===== config.mk =====
export PLATFORM = sky130hd
export DESIGN_NAME = pci_bus_interface
export DESIGN_NICKNAME = d
export VERILOG_FILES = /design/src/design/pci_bus_pkg.sv /design/src/design/par_gen.sv /design/src/design/devsel_watchdog.sv /design/src/design/pci_bus_interface.sv
export SDC_FILE = /design/constraint.sdc
export NUM_CORES = 1
export LEC_CHECK = 0
export ABC_AREA = 1
export CORE_MARGIN = 8
export CORE_UTILIZATION = 64
export DETAILED_ROUTE_END_ITERATION = 6
export DONT_BUFFER_PORTS = 1
export GPL_TIMING_DRIVEN = 0
export PLACE_DENSITY_LB_ADDON = 0.25
export SLEW_MARGIN = 0
export SYNTH_ARGS = -nofsm -noshare
export SYNTH_HDL_FRONTEND = slang
export SYNTH_SLANG_ARGS = --single-unit

===== constraint.sdc =====
create_clock -name clk_sys -period 1.7 [get_ports clk_sys]
set_input_delay 0.085 -clock clk_sys [delete_from_list [all_inputs] [get_ports clk_sys]]
set_output_delay 0.085 -clock clk_sys [all_outputs]
set_load 0.005 [all_outputs]

===== src/design/pci_bus_pkg.sv =====
// Shared constants, state types and decode helpers for the host bus interface.
package pci_bus_pkg;

  ////////////////////////////////////////////////////////////////////////////
  // Bus commands driven or decoded on the command/byte-enable lines.
  localparam logic [3:0]  CMD_MEM_READ    = 4'h6;        // Memory read command.
  localparam logic [3:0]  CMD_MEM_WRITE   = 4'h7;        // Memory write command.

  ////////////////////////////////////////////////////////////////////////////
  // Target address window; the base value is a plain default.
  localparam logic [31:0] TGT_BASE        = 32'h1000_0000; // Window base address.
  localparam logic [31:0] TGT_MASK        = 32'hFFFF_F000; // Window size of 4 KiB.
  localparam logic [31:0] ADDR_STEP       = 32'h0000_0004; // One dword per data phase.

  ////////////////////////////////////////////////////////////////////////////
  // Timing figures, counted in bus clocks.
  localparam int          RESET_MIN_CLOCKS = 10;         // Least reset length the system gives.
  localparam logic [2:0]  DEVSEL_TIMEOUT  = 3'h5;        // Clocks a master waits for a target.
  localparam logic [2:0]  DEVSEL_LAST     = DEVSEL_TIMEOUT - 3'h1; // Last count before abort.

  ////////////////////////////////////////////////////////////////////////////
  // Values taken under reset.
  localparam logic [31:0] AD_RESET        = 32'h0000_0000; // Address/data register.
  localparam logic [3:0]  CBE_RESET       = 4'hF;        // Command/byte enables, none enabled.
  localparam logic        PIN_N_RESET     = 1'b1;        // Active-low pins read deasserted.
  localparam logic [2:0]  CNT_RESET       = 3'h0;        // Watchdog counter.

  ////////////////////////////////////////////////////////////////////////////
  // State machines of the target and master halves.
  typedef enum logic [2:0] {T_IDLE, T_DECODE, T_DATA, T_WAIT, T_TURN} tgt_state_t;
  typedef enum logic [2:0] {M_IDLE, M_REQ, M_ADDR, M_DATA, M_DONE} mst_state_t;

  // True when an address phase falls in the target window with a supported command.
  function automatic logic tgt_hit(input logic [31:0] addr, input logic [3:0] cmd);
    return ((addr & TGT_MASK) == TGT_BASE) &&
           ((cmd == CMD_MEM_READ) || (cmd == CMD_MEM_WRITE));
  endfunction

endpackage


===== src/design/par_gen.sv =====
// Even parity generator that follows the driven address/data one clock later.
`timescale 1ns/10ps

module par_gen (
  input  wire logic        clk_sys,   // Bus clock.
  input  wire logic        resetn,    // Async reset, low.
  input  wire logic [31:0] ad_src,    // AD this clock.
  input  wire logic [3:0]  cbe_src,   // Bus C/BE this clock.
  input  wire logic        drive_en,  // AD driven.
  output logic             par_q,     // Parity of last clock.
  output logic             par_en_q   // Delayed enable.
);

  // XOR of all covered bits makes the total count of ones even.
  wire par_d = ^{ad_src, cbe_src};

  ////////////////////////////////////////////////////////////////////////////
  // Parity and its enable are both delayed one clock, so the pin keeps the
  // phase timing of the lines it covers but lags them by exactly a clock.
  always_ff @(posedge clk_sys or negedge resetn) begin
    if (!resetn) begin
      par_q    <= 1'b0;
      par_en_q <= 1'b0;
    end else begin
      par_q    <= par_d;
      par_en_q <= drive_en;
    end
  end

endmodule


===== src/design/devsel_watchdog.sv =====
// Watchdog that flags a master access no target has claimed in time.
`timescale 1ns/10ps

module devsel_watchdog (
  input  wire logic clk_sys,      // Bus clock.
  input  wire logic resetn,       // Async reset, low.
  input  wire logic start,        // Access begins.
  input  wire logic devsel_seen,  // Claim seen.
  input  wire logic clear,        // Access ended.
  output logic      expired_q     // No claim in time.
);

  logic [2:0] cnt_q;    // Clocks counted since the address phase.
  logic       armed_q;  // Counting is active.

  ////////////////////////////////////////////////////////////////////////////
  // A claim at any count disarms the watchdog; otherwise it fires at the limit.
  always_ff @(posedge clk_sys or negedge resetn) begin
    if (!resetn) begin
      cnt_q     <= pci_bus_pkg::CNT_RESET;
      armed_q   <= 1'b0;
      expired_q <= 1'b0;
    end else if (start) begin
      cnt_q     <= pci_bus_pkg::CNT_RESET;
      armed_q   <= 1'b1;
      expired_q <= 1'b0;
    end else if (clear) begin
      armed_q   <= 1'b0;
      expired_q <= 1'b0;
    end else if (armed_q) begin
      if (devsel_seen) begin
        armed_q <= 1'b0;
      end else if (cnt_q == pci_bus_pkg::DEVSEL_LAST) begin
        armed_q   <= 1'b0;
        expired_q <= 1'b1;
      end else begin
        cnt_q <= cnt_q + 3'h1;
      end
    end
  end

endmodule


===== src/design/pci_bus_interface.sv =====
// Host bus interface: target and single-phase master on the multiplexed bus.
`timescale 1ns/10ps

module pci_bus_interface (
  input  wire logic        clk_sys,                // Bus clock.
  input  wire logic        resetn,                 // Async reset, low.
  input  wire logic [31:0] ad_sample,              // Bus AD level.
  output logic      [31:0] ad_drive,               // AD drive value.
  output logic             ad_drive_en,            // AD enable.
  input  wire logic [3:0]  cmd_byte_enable_n,      // Bus C/BE level.
  output logic      [3:0]  cmd_byte_enable_n_drv,  // C/BE drive value.
  output logic             cmd_byte_enable_en,     // C/BE enable.
  output logic             par_drive,              // Parity value.
  output logic             par_drive_en,           // Parity enable.
  input  wire logic        cycle_frame_n,          // Bus frame.
  output logic             cycle_frame_n_drv,      // Frame drive.
  output logic             cycle_frame_en,         // Frame enable.
  input  wire logic        initiator_ready_n,      // Bus initiator ready.
  output logic             initiator_ready_n_drv,  // Its drive.
  output logic             initiator_ready_en,     // Its enable.
  input  wire logic        target_ready_n,         // Bus target ready.
  output logic             target_ready_n_drv,     // Its drive.
  output logic             target_ready_en,        // Its enable.
  input  wire logic        device_select_n,        // Bus device select.
  output logic             device_select_n_drv,    // Its drive.
  output logic             device_select_en,       // Its enable.
  input  wire logic        stop_n,                 // Bus stop.
  output logic             bus_request_n,          // Request out.
  output logic             bus_request_en,         // Request enable.
  input  wire logic        bus_grant_n,            // Grant in.
  output logic      [31:0] tgt_addr,               // Target address.
  input  wire logic [31:0] tgt_rdata,              // Target read data.
  output logic      [31:0] tgt_wdata,              // Target write data.
  output logic      [3:0]  tgt_be,                 // Write enables, high.
  output logic             tgt_wr,                 // Write strobe.
  input  wire logic        mst_start,              // Start access.
  input  wire logic [31:0] mst_addr,               // Access address.
  input  wire logic [3:0]  mst_cmd,                // Bus command.
  input  wire logic [3:0]  mst_be_n,               // Byte enables, low.
  input  wire logic [31:0] mst_wdata,              // Write data.
  output logic      [31:0] mst_rdata,              // Read data.
  output logic             mst_done,               // Done pulse.
  output logic             mst_abort,              // Abort pulse.
  output logic             mst_busy                // Busy level.
);

  ////////////////////////////////////////////////////////////////////////////
  // State and pin registers.
  pci_bus_pkg::tgt_state_t t_state_q, t_state_d;  // Target state.
  pci_bus_pkg::mst_state_t m_state_q, m_state_d;  // Master state.
  logic [31:0] ad_q, ad_d;            // AD drive.
  logic        ad_en_q, ad_en_d;      // AD enable.
  logic [3:0]  cbe_q, cbe_d;          // C/BE drive.
  logic        cbe_en_q, cbe_en_d;    // C/BE enable.
  logic        frame_q, frame_d;      // Frame drive.
  logic        frame_en_q, frame_en_d;   // Frame enable.
  logic        irdy_q, irdy_d;        // Ready drive.
  logic        irdy_en_q, irdy_en_d;  // Ready enable.
  logic        trdy_q, trdy_d;        // Ready drive.
  logic        trdy_en_q, trdy_en_d;  // Ready enable.
  logic        dsel_q, dsel_d;        // Select drive.
  logic        dsel_en_q, dsel_en_d;  // Select enable.
  logic        req_q, req_d;          // Request drive.
  logic        req_en_q;              // Request enable.
  logic        frame_prev_q;          // Frame last clock.
  logic [31:0] t_addr_q, t_addr_d;    // Target address.
  logic        t_write_q, t_write_d;  // Target write.
  logic [31:0] t_wdata_q, t_wdata_d;  // Write data.
  logic [3:0]  t_be_q, t_be_d;        // Write enables.
  logic        t_wr_q, t_wr_d;        // Write strobe.
  logic [31:0] m_addr_q, m_addr_d;    // Master address.
  logic [3:0]  m_cmd_q, m_cmd_d;      // Master command.
  logic [3:0]  m_be_q, m_be_d;        // Master enables.
  logic [31:0] m_wdata_q, m_wdata_d;  // Master data.
  logic [31:0] m_rdata_q, m_rdata_d;  // Read data.
  logic        m_done_q, m_done_d;    // Done pulse.
  logic        m_abort_q, m_abort_d;  // Abort pulse.
  logic        m_busy_q, m_busy_d;    // Busy level.
  logic        par_q;                 // Parity.
  logic        par_en_q;              // Parity enable.
  logic        wd_expired_q;          // Unclaimed access.

  ////////////////////////////////////////////////////////////////////////////
  // Decode of what the bus is doing this clock.
  wire addr_phase = !cycle_frame_n && frame_prev_q;
  wire xfer       = !initiator_ready_n && !target_ready_n;
  wire m_owns     = (m_state_q == pci_bus_pkg::M_ADDR) ||
                    (m_state_q == pci_bus_pkg::M_DATA) ||
                    (m_state_q == pci_bus_pkg::M_DONE);
  // Our own master cycles are never claimed by our own target.
  wire t_hit      = pci_bus_pkg::tgt_hit(ad_sample, cmd_byte_enable_n) && !m_owns;
  wire bus_idle   = cycle_frame_n && initiator_ready_n;
  wire m_write    = m_cmd_q[0];
  wire wd_start   = (m_state_q == pci_bus_pkg::M_ADDR);
  wire wd_clear   = (m_state_q == pci_bus_pkg::M_DONE);

  ////////////////////////////////////////////////////////////////////////////
  // Next-state logic for both halves. They never own the shared lines in the
  // same clock: the master waits for an idle target and an idle bus.
  always_comb begin
    t_state_d  = t_state_q;
    m_state_d  = m_state_q;
    ad_d       = ad_q;
    ad_en_d    = ad_en_q;
    cbe_d      = cbe_q;
    cbe_en_d   = cbe_en_q;
    frame_d    = frame_q;
    frame_en_d = frame_en_q;
    irdy_d     = irdy_q;
    irdy_en_d  = irdy_en_q;
    trdy_d     = trdy_q;
    trdy_en_d  = trdy_en_q;
    dsel_d     = dsel_q;
    dsel_en_d  = dsel_en_q;
    req_d      = req_q;
    t_addr_d   = t_addr_q;
    t_write_d  = t_write_q;
    t_wdata_d  = t_wdata_q;
    t_be_d     = t_be_q;
    t_wr_d     = 1'b0;
    m_addr_d   = m_addr_q;
    m_cmd_d    = m_cmd_q;
    m_be_d     = m_be_q;
    m_wdata_d  = m_wdata_q;
    m_rdata_d  = m_rdata_q;
    m_done_d   = 1'b0;
    m_abort_d  = 1'b0;
    m_busy_d   = m_busy_q;
    // Target half.
    case (t_state_q)
      pci_bus_pkg::T_IDLE: begin
        // Address is latched in the first clock of the frame.
        if (addr_phase && t_hit) begin
          t_addr_d  = ad_sample;
          t_write_d = (cmd_byte_enable_n == pci_bus_pkg::CMD_MEM_WRITE);
          t_state_d = pci_bus_pkg::T_DECODE;
        end
      end
      pci_bus_pkg::T_DECODE: begin
        // Claim in the second clock after the address; a read also takes the
        // lines after the turnaround clock.
        dsel_d     = 1'b0;
        dsel_en_d  = 1'b1;
        trdy_d     = 1'b0;
        trdy_en_d  = 1'b1;
        ad_d       = tgt_rdata;
        ad_en_d    = !t_write_q;
        cbe_d      = pci_bus_pkg::CBE_RESET;
        t_state_d  = pci_bus_pkg::T_DATA;
      end
      pci_bus_pkg::T_DATA: begin
        if (xfer) begin
          // A word moves only here, with both ready lines low.
          t_wr_d    = t_write_q;
          t_wdata_d = ad_sample;
          t_be_d    = ~cmd_byte_enable_n;
          t_addr_d  = t_addr_q + pci_bus_pkg::ADDR_STEP;
          trdy_d    = 1'b1;
          if (cycle_frame_n) begin
            // Frame already high: that was the final data phase.
            dsel_d    = 1'b1;
            ad_en_d   = 1'b0;
            t_state_d = pci_bus_pkg::T_TURN;
          end else begin
            t_state_d = pci_bus_pkg::T_WAIT;
          end
        end else if (bus_idle) begin
          // The initiator left without data; drop the claim.
          trdy_d    = 1'b1;
          dsel_d    = 1'b1;
          ad_en_d   = 1'b0;
          t_state_d = pci_bus_pkg::T_TURN;
        end
      end
      pci_bus_pkg::T_WAIT: begin
        // One wait state before each later burst word lets the read data follow the address.
        ad_d      = tgt_rdata;
        trdy_d    = 1'b0;
        t_state_d = pci_bus_pkg::T_DATA;
      end
      pci_bus_pkg::T_TURN: begin
        // Lines were driven high one clock; now release them.
        trdy_en_d = 1'b0;
        dsel_en_d = 1'b0;
        t_state_d = pci_bus_pkg::T_IDLE;
      end
      default: t_state_d = pci_bus_pkg::T_IDLE;
    endcase
    // Master half.
    case (m_state_q)
      pci_bus_pkg::M_IDLE: begin
        if (mst_start) begin
          m_addr_d  = mst_addr;
          m_cmd_d   = mst_cmd;
          m_be_d    = mst_be_n;
          m_wdata_d = mst_wdata;
          m_busy_d  = 1'b1;
          req_d     = 1'b0;
          m_state_d = pci_bus_pkg::M_REQ;
        end
      end
      pci_bus_pkg::M_REQ: begin
        if (!bus_grant_n && bus_idle && (t_state_q == pci_bus_pkg::T_IDLE)) begin
          frame_d    = 1'b0;
          frame_en_d = 1'b1;
          ad_d       = m_addr_q;
          ad_en_d    = 1'b1;
          cbe_d      = m_cmd_q;
          cbe_en_d   = 1'b1;
          irdy_d     = 1'b1;
          irdy_en_d  = 1'b1;
          m_state_d  = pci_bus_pkg::M_ADDR;
        end
      end
      pci_bus_pkg::M_ADDR: begin
        // Single data phase: frame rises together with initiator ready.
        frame_d   = 1'b1;
        irdy_d    = 1'b0;
        cbe_d     = m_be_q;
        ad_d      = m_wdata_q;
        ad_en_d   = m_write;
        req_d     = 1'b1;
        m_state_d = pci_bus_pkg::M_DATA;
      end
      pci_bus_pkg::M_DATA: begin
        if (xfer && !device_select_n) begin
          m_rdata_d  = ad_sample;
          m_done_d   = 1'b1;
          irdy_d     = 1'b1;
          frame_en_d = 1'b0;
          ad_en_d    = 1'b0;
          m_state_d  = pci_bus_pkg::M_DONE;
        end else if ((!stop_n && !device_select_n) || wd_expired_q) begin
          // Retry, disconnect without data, or nobody claimed: give up.
          m_abort_d  = 1'b1;
          irdy_d     = 1'b1;
          frame_en_d = 1'b0;
          ad_en_d    = 1'b0;
          m_state_d  = pci_bus_pkg::M_DONE;
        end
      end
      pci_bus_pkg::M_DONE: begin
        irdy_en_d = 1'b0;
        cbe_en_d  = 1'b0;
        m_busy_d  = 1'b0;
        m_state_d = pci_bus_pkg::M_IDLE;
      end
      default: m_state_d = pci_bus_pkg::M_IDLE;
    endcase
  end

  ////////////////////////////////////////////////////////////////////////////
  // Pin registers. Reset leaves every enable low, so all bus outputs float,
  // including the request, and the grant cannot be seen while reset holds.
  always_ff @(posedge clk_sys or negedge resetn) begin
    if (!resetn) begin
      ad_q       <= pci_bus_pkg::AD_RESET;
      ad_en_q    <= 1'b0;
      cbe_q      <= pci_bus_pkg::CBE_RESET;
      cbe_en_q   <= 1'b0;
      frame_q    <= pci_bus_pkg::PIN_N_RESET;
      frame_en_q <= 1'b0;
      irdy_q     <= pci_bus_pkg::PIN_N_RESET;
      irdy_en_q  <= 1'b0;
      trdy_q     <= pci_bus_pkg::PIN_N_RESET;
      trdy_en_q  <= 1'b0;
      dsel_q     <= pci_bus_pkg::PIN_N_RESET;
      dsel_en_q  <= 1'b0;
      req_q      <= pci_bus_pkg::PIN_N_RESET;
      req_en_q   <= 1'b0;
      frame_prev_q <= pci_bus_pkg::PIN_N_RESET;
    end else begin
      ad_q       <= ad_d;
      ad_en_q    <= ad_en_d;
      cbe_q      <= cbe_d;
      cbe_en_q   <= cbe_en_d;
      frame_q    <= frame_d;
      frame_en_q <= frame_en_d;
      irdy_q     <= irdy_d;
      irdy_en_q  <= irdy_en_d;
      trdy_q     <= trdy_d;
      trdy_en_q  <= trdy_en_d;
      dsel_q     <= dsel_d;
      dsel_en_q  <= dsel_en_d;
      req_q      <= req_d;
      req_en_q   <= 1'b1;
      frame_prev_q <= cycle_frame_n;
    end
  end

  ////////////////////////////////////////////////////////////////////////////
  // State and user-side registers, all back to initial values in reset.
  always_ff @(posedge clk_sys or negedge resetn) begin
    if (!resetn) begin
      t_state_q <= pci_bus_pkg::T_IDLE;
      m_state_q <= pci_bus_pkg::M_IDLE;
      t_addr_q  <= pci_bus_pkg::AD_RESET;
      t_write_q <= 1'b0;
      t_wdata_q <= pci_bus_pkg::AD_RESET;
      t_be_q    <= 4'h0;
      t_wr_q    <= 1'b0;
      m_addr_q  <= pci_bus_pkg::AD_RESET;
      m_cmd_q   <= pci_bus_pkg::CMD_MEM_READ;
      m_be_q    <= pci_bus_pkg::CBE_RESET;
      m_wdata_q <= pci_bus_pkg::AD_RESET;
      m_rdata_q <= pci_bus_pkg::AD_RESET;
      m_done_q  <= 1'b0;
      m_abort_q <= 1'b0;
      m_busy_q  <= 1'b0;
    end else begin
      t_state_q <= t_state_d;
      m_state_q <= m_state_d;
      t_addr_q  <= t_addr_d;
      t_write_q <= t_write_d;
      t_wdata_q <= t_wdata_d;
      t_be_q    <= t_be_d;
      t_wr_q    <= t_wr_d;
      m_addr_q  <= m_addr_d;
      m_cmd_q   <= m_cmd_d;
      m_be_q    <= m_be_d;
      m_wdata_q <= m_wdata_d;
      m_rdata_q <= m_rdata_d;
      m_done_q  <= m_done_d;
      m_abort_q <= m_abort_d;
      m_busy_q  <= m_busy_d;
    end
  end

  ////////////////////////////////////////////////////////////////////////////
  // Parity covers our AD drive and the C/BE lines as the bus carries them,
  // since a target read shares the clock with the master's byte enables.
  par_gen u_par (
    .clk_sys  (clk_sys),
    .resetn   (resetn),
    .ad_src   (ad_q),
    .cbe_src  (cmd_byte_enable_n),
    .drive_en (ad_en_q),
    .par_q    (par_q),
    .par_en_q (par_en_q)
  );

  // Watches our own accesses for a target claim.
  devsel_watchdog u_wd (
    .clk_sys     (clk_sys),
    .resetn      (resetn),
    .start       (wd_start),
    .devsel_seen (!device_select_n),
    .clear       (wd_clear),
    .expired_q   (wd_expired_q)
  );

  ////////////////////////////////////////////////////////////////////////////
  // Outputs, each straight from a register.
  assign ad_drive              = ad_q;
  assign ad_drive_en           = ad_en_q;
  assign cmd_byte_enable_n_drv = cbe_q;
  assign cmd_byte_enable_en    = cbe_en_q;
  assign par_drive             = par_q;
  assign par_drive_en          = par_en_q;
  assign cycle_frame_n_drv     = frame_q;
  assign cycle_frame_en        = frame_en_q;
  assign initiator_ready_n_drv = irdy_q;
  assign initiator_ready_en    = irdy_en_q;
  assign target_ready_n_drv    = trdy_q;
  assign target_ready_en       = trdy_en_q;
  assign device_select_n_drv   = dsel_q;
  assign device_select_en      = dsel_en_q;
  assign bus_request_n         = req_q;
  assign bus_request_en        = req_en_q;
  assign tgt_addr              = t_addr_q;
  assign tgt_wdata             = t_wdata_q;
  assign tgt_be                = t_be_q;
  assign tgt_wr                = t_wr_q;
  assign mst_rdata             = m_rdata_q;
  assign mst_done              = m_done_q;
  assign mst_abort             = m_abort_q;
  assign mst_busy              = m_busy_q;

endmodule


==> results of run 1 <==
-- cell usage after synthesis, types with 2 or more instances --
cell type	number	area share [%]
nand2_1	374	12
dfrtp_1	221	49
nand3_1	105	4.7
inv_1	102	3.4
mux2_2	72	7.2
o21ai_0	66	2.9
nor2_1	61	2.0
o211ai_1	34	2.3
buf_2	25	1.1
o21ai_1	25	1.1
clkbuf_1	22	0.73
or2_2	22	1.2
xnor2_1	21	1.6
dfstp_2	16	3.7
xor2_1	16	1.2
a21oi_1	11	0.49
nor3_1	11	0.49
nand4_1	10	0.56
ha_1	6	0.67
inv_2	6	0.20
nor2_2	6	0.33
o21a_1	5	0.33
a21oi_2	3	0.23
buf_4	3	0.20
nand2_2	3	0.17
buf_6	2	0.20
nor2_4	2	0.20
nor3_4	2	0.29
-- repair_timing --
action / 4_1_cts / 5_1_grt
endpoints found under the hold margin: 450 / 237
cloned: 4 / 3
setup endpoints to repair: 154 / 162
gates resized for setup: 60 / 114
pin swaps: 7 / 22
setup buffers: 15 / 9
-- power by group through the flow --
stage | registers (mW) | clock network, mW | logic [mW]
floorplan | 9.40 | 0 | 5.62
global placement | 10.1 | 0 | 6.55
detailed placement | 10.2 | 0 | 6.92
CTS | 10.1 | 5.84 | 7.70
global route | 10.6 | 6.09 | 9.59
finish | 10.5 | 5.93 | 9.08
-- layer usage --
layer	wire, um	vias up	GRT usage [%]
met5	0	-	0
met4	2580	0	19.7
met1	14300	5231	41.6
met2	20600	975	58.9
met3	5830	230	11.8
li1	-	4511	-
-- registers in the layout, summed over array words and instances, names as in the netlist, 3 cells and up --
name	count
ad_drive	32
m_addr_q	32
m_wdata_q	32
mst_rdata	32
tgt_addr	32
tgt_wdata	32
cmd_byte_enable_n_drv	4
m_be_q	4
m_cmd_q	4
tgt_be	4
m_state_q	3
t_state_q	3
u_wd.cnt_q	3
-- layout make-up --
cell class	count	share of cell area (%)
clock buffer	39	5.19
antenna	2	0.0343
clock inverter	7	0.908
multi-input combinational	866	33.1
inverter	108	2.81
sequential	237	40.9
timing repair buffer	178	12.3
buffer	52	2.77
tap	225	1.93
-- cell usage in the layout (no fill, tap or decap), types with 21 or more instances in the layout --
| cell | instances |
|---|---|
| o21ai_1 | 29 |
| o21ai_0 | 62 |
| nand2_1 | 366 |
| buf_4 | 34 |
| nand3_1 | 101 |
| dfrtp_1 | 201 |
| nor2_1 | 47 |
| inv_1 | 97 |
| dlygate4sd3_1 | 148 |
| or2_2 | 22 |
| xnor2_1 | 21 |
| clkbuf_16 | 29 |
| o211ai_1 | 34 |
| mux2_2 | 72 |
-- worst max-delay path, cell delays in order, from the launching register on --
cell and delay [ps]:
dfrtp_2 430, buf_4 150, nor2_4 200, inv_2 110
buf_2 240, o211ai_1 340, nand3_1 200
-- final timing paths --
kind	start	to	depth (start not counted)
setup / recovery	t_state_q[2]$_DFFE_PN0P_	ad_drive[18]$_DFF_PN0_	6
hold / removal	resetn	m_addr_q[2]$_DFFE_PN0P_	0
setup reg to reg	t_state_q[2]$_DFFE_PN0P_	ad_drive[18]$_DFF_PN0_	6
hold reg to reg	ad_drive_en$_DFF_PN0_	u_par.par_en_q$_DFF_PN0_	0
max in group asynchronous	resetn	tgt_addr[25]$_DFFE_PN0P_	0
min in group clk_sys	mst_start	m_wdata_q[4]$_DFFE_PN0P_	3
-- stage by stage --
step | hold WS (ps) | setup TNS [ps] | utilization (%) | power (mW)
2_1_floorplan | -211 | 0 | - | 15.0
3_3_place_gp | -204 | -21010 | 67.0 | 16.6
3_5_place_dp | -202 | -24410 | 67.0 | 17.1
4_1_cts | -762 | -1090 | 82.6 | 23.7
5_1_grt | -758 | -3190 | 84.7 | 26.3
6_report | -748 | -640 | 84.7 | 25.5
-- cell families after synthesis --
group,after synthesis
compound gates,148
xor+xnor,37
flops,237
other cells,1
buf+inv,160
fa+ha+maj,6
simple gates,601
mux,72
==> qor.yml, run 1 <==
outcome:
  status: "finished, violations left"
  violations: "design-rule violations, negative hold slack, negative setup slack"
yosys:
  synth_edf_count: 0
  synth_area_um2: 11300
  yosysWarnings: 0
  synthSimpleGateAreaFrac_pct: 22.9
  synthesis.nets: 1417
  synthMuxAreaShare_pct: 7.20
  syn_avg_cell_area_um2: 8.92
  synth_top_family_by_area: "simple AND/OR/NAND/NOR gates"
  async_flop_share_pct: 100
  synth_cells: 1262
  synthAdderAreaFrac_pct: 0.667
  synth_compound_area_share_pct: 7.64
  ys.flop_type: "dfrtp_1"
  ys_ff_latch: 237
  ys_seq_area_share_pct: 52.8
  ys_types: 38
  synth_xor_xnor_area_share_pct: 2.88
layout:
  multiInputGateArea_um2: 4840
  regArea_um2: 5980
  design_area_um2: 14600
  design.final.nets: 1623
  final_cell_count_no_fill: 1714
  drive_gt1_share_pct: 21.0
  nFillCells: 823
  syn_to_final_growth_pct: 29.7
clock_network:
  tritoncts.num_buffers: 25
  clock_latency_ps: 530
  cts_tree: "yes"
  numClockSinks: 237
  htree_levels: 1
  path_clk_slew_ps: 70
  clockBufferDepth: 3
  cts-root-buf: "clkbuf_16"
  hold_buffers: 148
grt:
  grt-ovfl-total: 0
  grt_start_max_net_pins: 238
  grt_usage_pct: 36.1
  grt_pass1_wl_um: 62600
  grt_pass1_vias: 11000
  antenna_found_initial: 1
setup_path:
  end_kind: "flip-flop"
  crit_path_start_kind: "flip-flop"
  cp_max_fo: 10
  criticalPathCategory: "flip-flop to flip-flop"
  crit_required_ps: 2080
  crit_arrival_ps: 2210
  regToRegSetupSlack_ps: -130
sta:
  fin_crit_ps: 1830
  timing.fmax_mhz: 545
  setup_viol: 14
  maxSlewViolCount: 0
  final_hold_viol_count: 237
  worst_hold_slack_ps: -748
  finalWorstSetupSlack_ps: -134
  clock_skew_ps: 9.88
  period_share_pct: 108
  rsz0062_at_grt: "true"
die:
  start_util_pct: 65.3
  io_pins: 303
  dieArea_um2: 22100
  core_region_area_um2: 17200
  die_h_um: 149
  num_rows: 48
  die_w_um: 149
routing:
  drt.antenna.violating_nets: 0
  avgRoutedWirePerCell_um: 25.3
  wl_um: 43400
  via_per_inst: 6.39
  drtPass1Iterations: 7
  post-route-drc-count: 1
  drtIter0Drc: 1471
  vias: 10900
power_and_ir_drop:
  combPwrFrac_pct: 35.6
  p_switching_mw: 10.1
  p_sw_share_pct: 39.7
  sequentialPowerShare_pct: 41.1
  power.density_nw_per_um2: 1750
  clock_power_share_pct: 23.3
  ir_drop_v: 0.00148
  power.internal_mw: 15.4
  p_leak_nw: 6.89
placement:
  place_ws_ps: -277
  portBuffers: 0
  dp_hpwl_um: 24500
  dpl.cell_count: 1487
  placed_cell_area_um2: 11500
  place_congestion: 0.901
run:
  drv_cap: 0
min_path:
  min_path_type: "primary input to asynchronous set/reset pin"
No activity file was read; power rests on OpenSTA's default activity.
==> run 2: changes to the inputs <==
--- a/config.mk
+++ b/config.mk
@@ -6,12 +6,12 @@
 export NUM_CORES = 1
 export LEC_CHECK = 0
 export ABC_AREA = 1
-export CORE_MARGIN = 8
+export CORE_MARGIN = 1.5
 export CORE_UTILIZATION = 64
 export DETAILED_ROUTE_END_ITERATION = 6
 export DONT_BUFFER_PORTS = 1
 export GPL_TIMING_DRIVEN = 0
-export PLACE_DENSITY_LB_ADDON = 0.25
+export PLACE_DENSITY = 0.8
 export SLEW_MARGIN = 0
 export SYNTH_ARGS = -nofsm -noshare
 export SYNTH_HDL_FRONTEND = slang
==> run 2 against run 1 <==
Net effect: sequential power about the same; die area is 17% lower; the run still ends with design-rule violations, negative hold slack, negative setup slack left; global-route usage increased by 7.7 points; largest power group unchanged.
==> qor.yml, run 2 (synthesis results as in run 1) <==
outcome:
  status: "finished, violations left"
  violations: "design-rule violations, negative hold slack, negative setup slack"
placement:
  place_ws_ps: -261  # +15.4 ps
  placed_cell_area_um2: 11500  # unchanged
  dp_hpwl_um: 22700  # -7.3%
  place_congestion: 0.891  # -1.1%
  dpl.cell_count: 1487  # unchanged
  portBuffers: 0  # unchanged
routing:
  vias: 11100  # +1.7%
  avgRoutedWirePerCell_um: 24.6  # -2.6%
  drtPass1Iterations: 7  # unchanged
  drt.antenna.violating_nets: 0  # unchanged
  drtIter0Drc: 1493  # +1.5%
  post-route-drc-count: 8  # +7
  via_per_inst: 6.47  # +1.4%
  wl_um: 42300  # -2.3%
power_and_ir_drop:
  sequentialPowerShare_pct: 41.7  # +0.6 points
  total_power_mw: 25.2  # -1.2%
  power.density_nw_per_um2: 1720  # -1.3%
  ir_drop_v: 0.00153  # +4.0%
  combPwrFrac_pct: 35.5  # about the same
  p_switching_mw: 10.1  # -0.37%
  clock_power_share_pct: 22.8  # -0.5 points
  p_sw_share_pct: 40.0  # +0.33 points
  power.internal_mw: 15.1  # -1.7%
  p_leak_nw: 6.94  # +0.72%
clock_network:
  numClockSinks: 237  # unchanged
  clock_latency_ps: 540  # about the same
  clockBufferDepth: 3  # unchanged
  hold_buffers: 149  # +0.68%
  htree_levels: 1  # unchanged
  cts-root-buf: "clkbuf_16"
  path_clk_slew_ps: 70  # about the same
  cts_tree: "yes"
  tritoncts.num_buffers: 25  # unchanged
grt:
  grt-ovfl-total: 0  # unchanged
  grt_pass1_wl_um: 61400  # -1.9%
  antenna_found_initial: 4  # +3
  grt_pass1_vias: 11200  # +2.3%
  grt_usage_pct: 43.8  # +7.7 points
  grt_start_max_net_pins: 238  # unchanged
run:
  drv_cap: 0  # unchanged
setup_path:
  criticalPathCategory: "flip-flop to flip-flop"
  crit_path_start_kind: "flip-flop"
  path_common_cell: "buf_4"
  cp_max_fo: 10  # unchanged
  slowest_stage: "dfrtp_1"
  crit_required_ps: 2090  # about the same
  path_cells: "buf_6 -> buf_4 -> inv_2 -> nor2_4 -> inv_4 -> buf_4 -> o211ai_1 -> nand3_1"
  cpPeakStageDelay_ps: 400  # -30 ps
  crit_arrival_ps: 2130  # -80 ps
  end_kind: "flip-flop"
layout:
  final_util_pct: 84.8  # +0.12 points
  drive_gt1_share_pct: 20.9  # -0.18 points
  design_area_um2: 14600  # +0.15%
  design.final.nets: 1626  # +0.18%
  mostFrequentLayoutCells: "nand2_1 (366), dfrtp_1 (204), dlygate4sd3_1 (149)"
  syn_to_final_growth_pct: 29.9
  final_common_cell: "nand2_1"
  final_cell_count_no_fill: 1719  # +0.29%
  nFillCells: 820  # -0.36%
die:
  core_region_area_um2: 17200  # unchanged
  die_w_um: 136  # -8.7%
  num_rows: 48  # unchanged
  dieArea_um2: 18400  # -17%
  io_pins: 303  # unchanged
  start_util_pct: 65.3  # unchanged
  die_h_um: 136  # -8.7%
sta:
  worst_hold_slack_ps: -750  # -1.61 ps
  maxSlewHeadroom_pct: 66.5
  finalWorstSetupSlack_ps: -41.0  # +93.1 ps
  clock_skew_ps: 11.6  # +1.70 ps
  final_hold_viol_count: 237  # unchanged
  tns_ps: -194  # +446 ps
  rsz0062_at_grt: "true"
  fin_crit_ps: 1740  # -93.1 ps
  period_share_pct: 102  # -5.5 points
  maxSlewViolCount: 0  # unchanged
  timing.fmax_mhz: 574  # +5.3%
  tightestPinTransition_ps: 502
  setup_viol: 8  # -6
min_path:
  min_path_type: "primary input to asynchronous set/reset pin"
## run 2: routing by layer
layer | up-vias | GRT usage (%) | routed length (um)
li1 | 4523 | - | -
met2 | 1004 | 72.2 | 19800
met4 | 2 | 30.5 | 3570
met1 | 5273 | 49.2 | 14000
met5 | - | 0 | 13
met3 | 326 | 12.5 | 4990
## run 2: final timing paths
check	startpoint	endpoint	slack [ps]	cells after the start
worst max-delay path	t_state_q[0]$_DFFE_PN0P_	ad_drive[17]$_DFF_PN0_	-40	8
worst min-delay path	resetn	tgt_wdata[29]$_DFFE_PN0P_	-750	0
worst max register to register	t_state_q[0]$_DFFE_PN0P_	ad_drive[17]$_DFF_PN0_	-40	8
worst min register to register	ad_drive_en$_DFF_PN0_	u_par.par_en_q$_DFF_PN0_	430	0
max in group asynchronous	resetn	tgt_addr[11]$_DFFE_PN0P_	2080	0
min in group clk_sys	mst_start	m_wdata_q[3]$_DFFE_PN0P_	50	3
## run 2: area by class of cell
type | instances | area (um2) | share of cell area (%)
Antenna cell | 4 | 10.0 | 0.0684
Clock buffer | 39 | 738 | 5.05
Sequential cell | 237 | 5970 | 40.8
Inverter | 108 | 410 | 2.81
Tap cell | 225 | 282 | 1.93
Timing Repair Buffer | 183 | 1840 | 12.6
Clock inverter | 7 | 109 | 0.744
Buffer | 51 | 413 | 2.82
Multi-Input combinational cell | 865 | 4850 | 33.1
## run 2: what timing repair did
action,4_1_cts,5_1_grt
gates cloned,3,2
setup endpoints to repair,150,178
setup buffers,13,16
pin swaps,7,20
endpoints found under the hold margin,449,237
gates resized for setup,67,118
## run 2: power by group through the flow
stage                     clock network, mW  logic [mW]  registers (mW)
after floorplan                           0        5.62            9.40
after global placement                    0        6.54            10.0
after detailed placement                  0        6.92            10.1
after CTS                              5.62        7.69            10.1
after global routing                   5.95        9.52            10.6
final                                  5.74        8.95            10.5
## run 2: critical path: cells and delay by family, from the launching register on
| kind | cells | cell delay (ps) |
|---|---|---|
| buffers and inverters | 5 | 600 |
| flip-flops | 1 | 400 |
| AND/OR/NAND/NOR | 2 | 360 |
| AO/OA/AOI/OAI | 1 | 240 |
==> run 3: changes to the inputs <==
--- a/config.mk
+++ b/config.mk
@@ -7,11 +7,11 @@
 export LEC_CHECK = 0
 export ABC_AREA = 1
 export CORE_MARGIN = 1.5
-export CORE_UTILIZATION = 64
+export CORE_UTILIZATION = 35
 export DETAILED_ROUTE_END_ITERATION = 6
 export DONT_BUFFER_PORTS = 1
 export GPL_TIMING_DRIVEN = 0
-export PLACE_DENSITY = 0.8
+export PLACE_DENSITY = 0.49
 export SLEW_MARGIN = 0
 export SYNTH_ARGS = -nofsm -noshare
 export SYNTH_HDL_FRONTEND = slang
==> run 3 against run 2 <==
Net effect: the run ends with negative hold slack left; critical path depth up 1; largest cell class unchanged; combinational power down 15%; critical endpoint is now ad_drive[31]$_DFF_PN0_; sequential share of layout area down 0.19 points; global-route usage down 22 points; first-iteration DRC count down 67%.
==> qor.yml, run 3 (synthesis results as in run 1) <==
sta:
  rsz0062_at_grt: "true"
  final_hold_viol_count: 239  # +0.84%
  maxSlewHeadroom_pct: 50.0  # -17 points
  fin_crit_ps: 1700  # -43.2 ps
  maxSlewViolCount: 0  # unchanged
  period_share_pct: 99.9  # -2.5 points
  setup_viol: 0  # -8
  worst_hold_slack_ps: -755  # -5.45 ps
  tightestPinTransition_ps: 750  # +248 ps
  timing.fmax_mhz: 589  # +2.5%
  clock_skew_ps: 24.6  # +13.0 ps
  tns_ps: 0  # +194 ps
layout:
  design.final.nets: 1612  # -0.86%
  drive_gt1_share_pct: 19.6  # -1.3 points
  final_common_cell: "nand2_1"
  mostFrequentLayoutCells: "nand2_1 (369), dfrtp_1 (201), dlygate4sd3_1 (151)"
  syn_to_final_growth_pct: 30.6
setup_path:
  end_kind: "flip-flop"
  crit_required_ps: 2130  # +40 ps
  regToRegSetupSlack_ps: 2  # +40 ps
  crit_arrival_ps: 2120  # about the same
  crit_path_start_kind: "flip-flop"
  cp_max_fo: 6  # -4
  criticalPathCategory: "flip-flop to flip-flop"
placement:
  place_congestion: 0.865  # -2.9%
  portBuffers: 0  # unchanged
  dp_hpwl_um: 25400  # +12%
grt:
  use_met3_pct: 6.09  # -6.4 points
  top_usage_layer: "met2"
  grt_start_max_net_pins: 238  # unchanged
  grt_pass1_wl_um: 55900  # -9.0%
  grt_usage_pct: 21.6  # -22 points
  use_met1_pct: 26.6  # -23 points
  grt_use_met2_pct: 36.8  # -35 points
  grt-ovfl-total: 0  # unchanged
  grt_pass1_vias: 9770  # -13%
  antenna_found_initial: 1  # -3
power_and_ir_drop:
  ir_drop_v: 0.000996  # -35%
  power.density_nw_per_um2: 1630  # -5.3%
  p_leak_nw: 6.85  # -1.3%
routing:
  vias: 9339  # -16%
  drt.antenna.violating_nets: 0  # unchanged
  drtPass1Iterations: 6  # -1
  drtIter0Drc: 491  # -67%
  via_per_inst: 4.96  # -23%
  wl_um: 36100  # -15%
  post-route-drc-count: 0  # -8
  avgRoutedWirePerCell_um: 19.2  # -22%
clock_network:
  htree_levels: 1  # unchanged
  path_clk_slew_ps: 60  # about the same
  numClockSinks: 237  # unchanged
  tritoncts.num_buffers: 28  # +12%
  cts_tree: "yes"
  cts-root-buf: "clkbuf_16"
  clock_latency_ps: 550  # about the same
  clockBufferDepth: 3  # unchanged
die:
  num_rows: 65  # +35%
  die_h_um: 182  # +34%
  dieArea_um2: 33300  # +81%
  start_util_pct: 35.6  # -30 points
  die_w_um: 182  # +34%
  io_pins: 303  # unchanged
  core_region_area_um2: 31600  # +84%
outcome:
  violations: "negative hold slack"
  status: "finished, violations left"
run:
  drv_cap: 0  # unchanged
min_path:
  min_path_type: "primary input to asynchronous set/reset pin"
[run 3: changes by cell type in the layout (fill, tap and decap cells not counted), sizes merged, moves of 2 or more]
cell / delta
buf: -23
bufinv: +2
clkbuf: +6
clkinv: +3
diode: -3
dlygate4sd3: +2
[run 3: area by class of cell]
| cell class | count | area [um2] |
|---|---|---|
| fillers | 3079 | 16900 |
| flip-flops and latches | 237 | 5980 |
| well taps | 402 | 503 |
| repair buffers | 165 | 1640 |
| multi-input cells | 865 | 4820 |
| clock buffers | 42 | 793 |
| clock inverters | 10 | 164 |
| plain buffers | 52 | 389 |
| inverters | 108 | 408 |
| diodes | 1 | 2.50 |
[run 3: per-stage QoR]
stage	instance area, um2	power (mW)	setup slack (ps)	util [%]	std cells
3_3_place_gp	11800	16.9	-540	37.2	1664
2_1_floorplan	11300	15.0	142	-	1262
6_report	14700	24.0	2.23	46.5	1882
5_1_grt	14700	25.7	-83.3	46.5	1882
4_1_cts	14400	24.0	-64.5	45.4	1869
3_5_place_dp	11800	17.1	-561	37.2	1664
[run 3: path summary, 6_finish.rpt]
path | startpoint | cells after the start | end
max | t_state_q[0]$_DFFE_PN0P_ | 9 | ad_drive[31]$_DFF_PN0_
max reg2reg | t_state_q[0]$_DFFE_PN0P_ | 9 | ad_drive[31]$_DFF_PN0_
min in group clk_sys | target_ready_n | 5 | t_state_q[1]$_DFFE_PN0P_
min reg2reg | ad_drive_en$_DFF_PN0_ | 0 | u_par.par_en_q$_DFF_PN0_
min | resetn | 0 | mst_rdata[16]$_DFFE_PN0P_
max in group asynchronous | resetn | 0 | ad_drive[13]$_DFF_PN0_
[run 3: repair_timing]
action | 4_1_cts | 5_1_grt
endpoints found under the hold margin | 450 | 244
cloned | 0 | 1
hold buffers | 149 | 4
pin swaps | 3 | 12
buffers inserted | 4 | 8
gates resized for setup | 50 | 93
endpoints found under the setup margin | 154 | 172
[run 3: per-layer routing]
layer  vias up  share of wire, %
li1       4495                 -
met5         -                 0
met2       301                48
met4         0               2.8
met3        56               7.8
met1      4487                42
[run 3: power by group]
part / total, mW / internal [mW] / switching [mW]
sequential: 10.1 / 8.04 / 2.04
combinational: 7.65 / 3.59 / 4.06
clock: 6.26 / 3.82 / 2.44
total: 24.0 / 15.5 / 8.54
[run 3: critical path, stage by stage, from the launching register on]
cell      delay [ps]
dfrtp_2          440
nor2_2           120
nand2_2           80
nor3_4           260
nand2_2          110
inv_4             90
nor2_4            80
buf_8            160
o211ai_1         120
nand3_1          100
